### src/rtl/pdh_pkg.sv
// Constants and types shared by the parallel converter host controller
package pdh_pkg;

  // ==========================================================
  // Widths and clock
  // ==========================================================
  localparam int DATA_W = 16;
  localparam int CNT_W = 4;
  localparam int SYNC_STAGES = 2;
  localparam int CLK_PERIOD_PS = 25000;

  // ==========================================================
  // Pin timing in nanoseconds
  // ==========================================================
  localparam int T_RDS_NS = 10;
  localparam int T_RCS_NS = 90;
  localparam int T_CSD_NS = 100;
  localparam int T_RDH_NS = 10;
  localparam int T_DZ_NS = 70;
  localparam int T_WS_NS = 10;
  localparam int T_WCS_NS = 25;
  localparam int T_WH_NS = 10;
  localparam int T_DH_NS = 20;
  localparam int T_LWD_NS = 20;
  localparam int T_LS_NS = 30;
  localparam int T_RSS_NS = 30;
  localparam int T_SS_NS = 0;
  localparam int T_SH_NS = 10;

  // Least time to whole cycles, never below one
  function automatic int nsToCycles(input int ns);
    int c;
    c = (ns * 1000 + CLK_PERIOD_PS - 1) / CLK_PERIOD_PS;
    return (c < 1) ? 1 : c;
  endfunction

  function automatic int maxOf(input int a, input int b);
    return (a > b) ? a : b;
  endfunction

  // ==========================================================
  // Phase lengths in cycles
  // ==========================================================
  localparam int C_RDS = nsToCycles(T_RDS_NS);
  localparam int C_RD_ACT = maxOf(nsToCycles(T_RCS_NS), nsToCycles(T_CSD_NS) + SYNC_STAGES + 1);
  localparam int C_RDH = nsToCycles(T_RDH_NS);
  localparam int C_DZ = nsToCycles(T_DZ_NS);
  localparam int C_WS = nsToCycles(T_WS_NS);
  localparam int C_WCS = nsToCycles(T_WCS_NS);
  localparam int C_WR_HOLD = maxOf(nsToCycles(T_DH_NS), nsToCycles(T_WH_NS));
  localparam int C_LWD = nsToCycles(T_LWD_NS);
  localparam int C_DIR_ACT = maxOf(nsToCycles(T_LS_NS), nsToCycles(T_LWD_NS));
  localparam int C_RSS = nsToCycles(T_RSS_NS);
  localparam int C_SS = nsToCycles(T_SS_NS);
  localparam int C_SH = nsToCycles(T_SH_NS);
  localparam int C_ONE = 1;

  // ==========================================================
  // Reset values of the pins
  // ==========================================================
  localparam logic PIN_INACTIVE = 1'b1;
  localparam logic RSEL_RESET = 1'b0;
  localparam logic [DATA_W-1:0] DATA_RESET = 16'h0000;

  // ==========================================================
  // Commands and states
  // ==========================================================
  typedef enum logic [2:0] {
    CMD_WRITE = 3'h0,
    CMD_READ = 3'h1,
    CMD_LOAD = 3'h2,
    CMD_DIRECT = 3'h3,
    CMD_RESET = 3'h4
  } pdh_cmd_type;

  typedef enum logic [4:0] {
    S_IDLE = 5'h01,
    S_SETUP = 5'h02,
    S_ACTIVE = 5'h04,
    S_HOLD = 5'h08,
    S_GAP = 5'h10
  } pdh_state_type;

endpackage

### src/rtl/pdh_host.sv
// Host controller that drives the parallel converter pins
// Contract
// - Bus accesses happen only with chip select low; otherwise ignored.
// - Read/write high reads the holding register, low writes it.
// - Direct update keeps chip select low 30 ns before load strobe rises.
// - Host holds write data 20 ns after chip select rises.
// - Reset select valid at reset fall and stable 10 ns after release.
// - The reserved test input is tied to digital ground.
`timescale 1ns/1ps
`default_nettype none

module pdh_host
  import pdh_pkg::*;
(
  input wire logic core_clk,
  input wire logic nrst,
  input wire logic cmdValid,
  input wire pdh_cmd_type cmdKind,
  input wire logic [DATA_W-1:0] cmdData,
  input wire logic cmdResetMid,
  input wire logic refEnable,
  output logic cmdReady,
  output logic [DATA_W-1:0] rdData,
  output logic rdValid,
  output logic chipSelectN,
  output logic readWrite,
  output logic [DATA_W-1:0] parallelDataLinesOut,
  output logic parallelDataLinesOeN,
  input wire logic [DATA_W-1:0] parallelDataLinesIn,
  output logic converterLoadStrobeN,
  output logic outputResetN,
  output logic resetLevelSelect,
  output logic internalReferenceEnableN,
  output logic testToDigitalGround
);

  // ==========================================================
  // State record
  // ==========================================================
  typedef struct packed {
    pdh_state_type state;
    pdh_cmd_type kind;
    logic [CNT_W-1:0] cnt;
    logic ready;
    logic [DATA_W-1:0] rdData;
    logic rdValid;
    logic csN;
    logic rw;
    logic [DATA_W-1:0] dataOut;
    logic oeN;
    logic loadN;
    logic rstN;
    logic reset_level_select;
    logic refEnN;
    logic testTie;
    logic [DATA_W-1:0] dataMeta;
    logic [DATA_W-1:0] dataSync;
  } pdh_regs_type;

  pdh_regs_type st_q;
  pdh_regs_type st_d;

  // Remaining cycles of a phase, stored as length minus one
  function automatic logic [CNT_W-1:0] phaseCount(input pdh_cmd_type k, input pdh_state_type s);
    int n;
    n = C_ONE;
    unique case (s)
      S_SETUP: n = (k == CMD_READ) ? C_RDS : (k == CMD_RESET) ? C_SS
                 : (k == CMD_LOAD) ? C_ONE : C_WS;
      S_ACTIVE: n = (k == CMD_READ) ? C_RD_ACT : (k == CMD_RESET) ? C_RSS
                  : (k == CMD_LOAD) ? C_LWD : (k == CMD_DIRECT) ? C_DIR_ACT : C_WCS;
      S_HOLD: n = (k == CMD_READ) ? C_RDH : (k == CMD_RESET) ? C_SH
                : (k == CMD_LOAD) ? C_ONE : C_WR_HOLD;
      S_GAP: n = C_DZ;
      default: n = C_ONE;
    endcase
    return CNT_W'(n - 1);
  endfunction

  // ==========================================================
  // Next state
  // ==========================================================
  // Sequencer of setup, active, hold and bus turnaround phases
  always_comb begin
    st_d = st_q;
    st_d.dataMeta = parallelDataLinesIn;
    st_d.dataSync = st_q.dataMeta;
    st_d.refEnN = ~refEnable;
    st_d.testTie = 1'b0;
    st_d.rdValid = 1'b0;
    if (st_q.cnt != '0) begin
      st_d.cnt = st_q.cnt - CNT_W'(1);
    end
    unique case (st_q.state)
      S_IDLE: begin
        if (cmdValid) begin
          st_d.kind = cmdKind;
          st_d.ready = 1'b0;
          st_d.state = S_SETUP;
          st_d.cnt = phaseCount(cmdKind, S_SETUP);
          // Direction settles before select falls
          if (cmdKind == CMD_WRITE || cmdKind == CMD_DIRECT) begin
            st_d.rw = 1'b0;
            st_d.dataOut = cmdData;
            st_d.oeN = 1'b0;
          end
          if (cmdKind == CMD_READ) begin
            st_d.rw = 1'b1;
          end
          if (cmdKind == CMD_RESET) begin
            st_d.reset_level_select = cmdResetMid;
          end
        end
      end
      S_SETUP: begin
        if (st_q.cnt == '0) begin
          st_d.state = S_ACTIVE;
          st_d.cnt = phaseCount(st_q.kind, S_ACTIVE);
          if (st_q.kind == CMD_WRITE || st_q.kind == CMD_READ || st_q.kind == CMD_DIRECT) begin
            st_d.csN = 1'b0;
          end
          if (st_q.kind == CMD_LOAD || st_q.kind == CMD_DIRECT) begin
            st_d.loadN = 1'b0;
          end
          if (st_q.kind == CMD_RESET) begin
            st_d.rstN = 1'b0;
          end
        end
      end
      S_ACTIVE: begin
        if (st_q.cnt == '0) begin
          st_d.state = S_HOLD;
          st_d.cnt = phaseCount(st_q.kind, S_HOLD);
          st_d.csN = 1'b1;
          st_d.loadN = 1'b1;
          st_d.rstN = 1'b1;
          if (st_q.kind == CMD_READ) begin
            st_d.rdData = st_q.dataSync;
            st_d.rdValid = 1'b1;
          end
        end
      end
      S_HOLD: begin
        // Data and direction outlast the select edge
        if (st_q.cnt == '0) begin
          st_d.oeN = 1'b1;
          st_d.rw = 1'b1;
          if (st_q.kind == CMD_READ) begin
            st_d.state = S_GAP;
            st_d.cnt = phaseCount(st_q.kind, S_GAP);
          end else begin
            st_d.state = S_IDLE;
            st_d.ready = 1'b1;
          end
        end
      end
      S_GAP: begin
        // Wait for the device to let go of the bus
        if (st_q.cnt == '0) begin
          st_d.state = S_IDLE;
          st_d.ready = 1'b1;
        end
      end
      default: begin
        st_d.state = S_IDLE;
        st_d.ready = 1'b1;
        st_d.csN = 1'b1;
        st_d.oeN = 1'b1;
        st_d.loadN = 1'b1;
        st_d.rstN = 1'b1;
      end
    endcase
  end

  // ==========================================================
  // State register
  // ==========================================================
  // Pins park inactive under reset
  always_ff @(posedge core_clk or negedge nrst) begin
    if (!nrst) begin
      st_q.state <= S_IDLE;
      st_q.kind <= CMD_WRITE;
      st_q.cnt <= '0;
      st_q.ready <= 1'b1;
      st_q.rdData <= DATA_RESET;
      st_q.rdValid <= 1'b0;
      st_q.csN <= PIN_INACTIVE;
      st_q.rw <= PIN_INACTIVE;
      st_q.dataOut <= DATA_RESET;
      st_q.oeN <= PIN_INACTIVE;
      st_q.loadN <= PIN_INACTIVE;
      st_q.rstN <= PIN_INACTIVE;
      st_q.reset_level_select <= RSEL_RESET;
      st_q.refEnN <= PIN_INACTIVE;
      st_q.testTie <= 1'b0;
      st_q.dataMeta <= DATA_RESET;
      st_q.dataSync <= DATA_RESET;
    end else begin
      st_q <= st_d;
    end
  end

  // Outputs straight from the state record
  assign cmdReady = st_q.ready;
  assign rdData = st_q.rdData;
  assign rdValid = st_q.rdValid;
  assign chipSelectN = st_q.csN;
  assign readWrite = st_q.rw;
  assign parallelDataLinesOut = st_q.dataOut;
  assign parallelDataLinesOeN = st_q.oeN;
  assign converterLoadStrobeN = st_q.loadN;
  assign outputResetN = st_q.rstN;
  assign resetLevelSelect = st_q.reset_level_select;
  assign internalReferenceEnableN = st_q.refEnN;
  assign testToDigitalGround = st_q.testTie;
endmodule // pdh_host

`default_nettype wire

### config.mk
export PLATFORM = sky130hd
export DESIGN_NAME = pdh_host
export DESIGN_NICKNAME = d
export VERILOG_FILES = /design/src/rtl/pdh_pkg.sv /design/src/rtl/pdh_host.sv
export SDC_FILE = /design/constraint.sdc
export NUM_CORES = 1
export LEC_CHECK = 0
export ABC_CLOCK_PERIOD_IN_PS = 2800
export BUFFER_PORTS_ARGS = -buffer_cell sky130_fd_sc_hd__buf_2
export CAP_MARGIN = 15
export CORE_MARGIN = 4
export CORE_UTILIZATION = 54
export DETAILED_ROUTE_END_ITERATION = 16
export PLACE_DENSITY = 0.8
export RECOVER_POWER = 25
export SYNTH_ARGS = -nofsm -noshare
export SYNTH_HDL_FRONTEND = slang
export SYNTH_SLANG_ARGS = --single-unit
### constraint.sdc
create_clock -name core_clk -period 2.8 [get_ports core_clk]
set_clock_uncertainty 0.15 [all_clocks]
set_input_delay 0.14 -clock core_clk [delete_from_list [all_inputs] [get_ports core_clk]]
set_output_delay 0.14 -clock core_clk [all_outputs]
set_load 0.01 [all_outputs]
After elaboration in Yosys (flattened, before gate mapping)
Cells that the tools add are included.
- reduce and logical (&&, ||, !) cells: 23
- muxes and demuxes: 45
- bitwise operators: 4
- equality and inequality tests: 23
- shifts and indexed selects: 0
- add/sub/neg operators: 5
- divide/modulo/power cells: 0
- $lt $le $gt $ge: 0
- multipliers: 0
- operators by type and width (cell ; count):
    $mux 4 ; 13
    $mux 18 ; 2
    $mux 5 ; 6
    $pmux 5 s5 ; 1
    $ne 2x2->1 const B ; 10
    $reduce_and 4->1 ; 5
    $pmux 4 s4 ; 1
    $sub 4x2->4 const B ; 4
    $mux 13 ; 1
    $mux 2 ; 6
    $reduce_and 5->1 ; 2
    $eq 3x2->1 const B ; 3
    $mux 1 ; 9
    $reduce_and 3->1 ; 3
    $eq 3x1->1 const B ; 2
    $eq 3x3->1 const B ; 2
    $logic_not 3->1 ; 2
    $pmux 1 s3 ; 2
    $pmux 2 s3 ; 1
    $reduce_or 3->1 ; 2
    $eq 5x1->1 const B ; 1
    $eq 5x2->1 const B ; 1
    $eq 5x3->1 const B ; 1
    $eq 5x4->1 const B ; 1
    other kinds (13) ; 19
- register bits: 85
- bits in writable memories: 0
- latch bits: 0
- output and inout port bits: 42
- logic and storage cells: 116
- memories: 0
- memory bits (read-only): 0

Logic depth before layout (Yosys ltp)
- depth after elaboration: 10
- mapped depth: 9
- mapped depth without buffers: 8

Worst setup path after synthesis
OpenSTA, ideal clock, no wires.
- path type: register to register
- from: register st_q[81] in the netlist's numbering
- to: register st_q (netlist bit parallelDataLinesOut[10])
- stages on the path, launching flop included: 7
- arrival: 1822 ps
- setup time: 125 ps
- required time: 2525 ps
- slack: 703 ps
- clock period less this slack: 2097 ps
- path through: dfstp_2 buf_2 and2b_1 nand3_4 nor3_4 buf_8 mux2_4
- cells in the longest elaborated chain, start to end: 2
- RTL lines (element ; line ; RTL):
    from (decl) ; pdh_host.sv:60 ; pdh_regs_type st_q;
    from (signal assigned) ; pdh_host.sv:199 ; st_q <= st_d;
    $eq 5x1->1 ; pdh_host.sv:94 ; unique case (st_q.state)
    $reduce_and 3->1 (no source line) ; n/a ;
Every way passes these cells.
A chain may end at the register's enable or synchronous reset.

Final worst setup path
- from: register st_q[74] in the netlist's numbering
- to: register st_q (netlist bit converterLoadStrobeN)
- cells in the longest elaborated chain, start to end: 3
- elaborated cells between the ends (all ways): 4
- RTL lines (element ; line):
    $logic_not 4->1 (*) ; pdh_host.sv:116, pdh_host.sv:131
    $ne 2x2->1 (no source line) ; n/a
    $reduce_and 4->1 (no source line) (*) ; n/a
Every way passes the cells marked *; elsewhere a longest branch is shown, timed or not.

==> qor.yml <==
run_status:
  status: "completed"
power:
  powerDensity_mw_per_mm2: 879
  ir_drop_uv: 512
  leakagePower_uw: 0.00208
  power_uw: 3860
synthesis:
  synth_most_common_cell: "dfrtp_1"
  ys_seq_elements: 85
  ys_top_cells_by_area: "dfrtp_1, mux2_2, buf_4, dfstp_2, mux2_4"
  avgSynthCellArea_um2: 13.1
  synth-seq-area-share: 0.587
  netlist_instances: 279
  synthFlopType: "dfrtp_1"
  synth_cell_types: 55
  syn-num-nets: 321
  synth_edf_count: 0
  yosys.area.top_type_share: 0.529
  yosysWarnings: 0
  syn_area_mm2: 0.00364
  synth_common_cells: "dfrtp_1, buf_4, mux2_2"
  synthArstFlopShare: 1.00
  yosysTopAreaCell: "dfrtp_1"
die:
  core_area_mm2: 0.00646
  die_y_um: 90.1
  io_pins: 82
  die_area_mm2: 0.00812
  die_w_um: 90.1
  fp-row-count: 29
  initial_core_util: 0.564
cts:
  cts_made_buffers: 9
  cts-root-buf: "clkbuf_8"
  htree_levels: 3
  cts.sinks: 85
  insertion_delay_ns: 0.35
  cts_buffer_depth: 2
  path_clk_slew_ns: 0.10
  ctsResizeCount: 0
  hold_buffers: 38
  post_cts_buffers: 0
  cts_tree: "done"
worst_hold_path:
  min_to: "st_q[82]"
  hold_path_depth: 3
  min_from: "cmdValid"
  hold_path.class: "in2reg"
critical_path:
  cp.arrival_ns: 2.60
  r2r.worst_path.cells: 7
  path_cells: "inv_1 -> ha_1 -> nor3b_1 -> inv_1 -> a31o_2 -> a2111oi_0 -> o22ai_1"
  path_buf_inv: 2
  rrSetupSlack_ns: 0.32
  timing.rr.end: "converterLoadStrobeN"
  cp-end-kind: "flop"
  worst_path_most_repeated_cell: "inv_1"
  critical_path.slowest_cell: "a2111oi_0"
  critPathKind: "reg2reg"
  cp_max_fo: 12
  required_ns: 2.92
  worstSetupStartpointType: "flop"
  critPathTopFamily: "compound AO/OA/AOI/OAI gates"
  r2r-start: "st_q[74]"
  cpPeakStageDelay_ns: 0.45
route:
  vias: 2369
  drtIter0Drc: 132
  ant_nets: 0
  routedWlPerCell_um: 15.3
  wl_um: 6870
  vias_per_cell: 5.29
  drt-pass1-iter-count: 4
  drc: 0
sta:
  rsz0062_at_grt: "no"
  setup_viol: 0
  timing.slew.headroom: 0.329
  timing.hold.ws_ns: 0.0701
  layout_min_cycle_time_ns: 2.48
  finalHoldViolCount: 0
  post-route-period-util: 0.884
  slew_viol_final: 0
  fin_tns_setup_ns: 0
  worst_pin_slew_ns: 1.01
  fmax_ghz: 0.404
  setup_slack_ns: 0.325
grt:
  gr-total-overflow: 0
  first_global_vias: 2420
  grt_start_max_net_pins: 86
  track_usage: 0.179
  antenna_found_initial: 0
  grt_pass1_wl_um: 11700
finish:
  layout.nets: 408
  diodes: 0
  drive_gt1_frac: 0.364
  syn_to_final_growth_pct: 20.7
placed_design:
  routabilityCongestion: 0.882
  hpwlAfterDp_um: 4160
  detailedPlace.worstSlack_ns: 0.376
  port_buffers: 80
run:
  maxCapViolCount: 0
## area by class of cell
type                    instances  area (µm²)
clock inverters                 7        76.3
clock buffers                   9         124
well taps                      77        96.3
multi-input cells             137        1130
flip-flops and latches         85        2140
inverters                      11        41.3
repair buffers                122         788
fillers                       495        2070
## layer usage
layer / wire [µm] / up-vias / global-route usage
met4: 173 / 0 / 0.0791
met3: 408 / 18 / 0.0384
met2: 3420 / 95 / 0.283
met5: 0 / - / 0
li1: - / 1116 / -
met1: 2880 / 1140 / 0.238
## registers in the layout, summed over array words and instances, names as in the netlist
| register | flops |
|---|---|
| chipSelectN | 1 |
| cmdReady | 1 |
| converterLoadStrobeN | 1 |
| internalReferenceEnableN | 1 |
| outputResetN | 1 |
| parallelDataLinesOeN | 1 |
| parallelDataLinesOut | 16 |
| rdData | 16 |
| rdValid | 1 |
| readWrite | 1 |
| resetLevelSelect | 1 |
| st_d | 16 |
| st_q | 28 |
## power breakdown
group	switching, µW	leakage [µW]	internal, µW	total [µW]
combinational	705	0.000934	608	1310
clock	488	0.000103	354	843
sequential	190	0.00104	1520	1710
## how the worst max path moves through the flow
stage / from / to / cells after the start
CTS: st_q[74] / rdData[8] / 7
finish: st_q[74] / converterLoadStrobeN / 7
detailed placement: st_q[74] / rdData[8] / 7
floorplan: st_q[81] / parallelDataLinesOut[10] / 6
global route: st_q[74] / converterLoadStrobeN / 7
global placement: st_q[83] / parallelDataLinesOut[4] / 5
## worst register-to-register path, stage by stage (launching register included)
cell and delay (ns):
dfrtp_1 0.38, inv_1 0.11, ha_1 0.22, nor3b_1 0.31, inv_1 0.29, a31o_2 0.34
a2111oi_0 0.45, o22ai_1 0.15
## placed cells by master (no fill, tap or decap), types with 3 or more instances in the layout
cell and n:
dfrtp_1 77, buf_2 59, dlygate4sd3_1 38, mux2_2 27, clkbuf_1 20, inv_1 11, nand3_1 10, o21ai_0 9
nand2_1 9, mux2_4 9, clkbuf_8 9, nor2_1 8, dfstp_2 8, buf_4 5, nor3b_1 4, a21oi_1 4
nor2b_1 3, nor3_1 3, xor2_1 3, nand4_1 3, a2111oi_0 3, o22ai_1 3, inv_8 3
## cell families after synthesis
logic type | count (synthesis) | synth area share
flip-flops | 85 | 0.587
AND/OR/NAND/NOR | 60 | 0.110
buffers and inverters | 57 | 0.103
multiplexers | 36 | 0.121
AO/OA/AOI/OAI | 35 | 0.0650
XOR/XNOR | 3 | 0.00722
adder cells (fa/ha/maj) | 2 | 0.00687
other | 1 | 0.00103
## stage by stage
step,utilization,instance area [µm²],instances
floorplan,-,3640,279
finish,0.680,4390,448
global route,0.680,4390,448
detailed placement,0.594,3840,394
global placement,0.594,3840,394
CTS,0.684,4420,448
(Power assumes the default switching activity.)
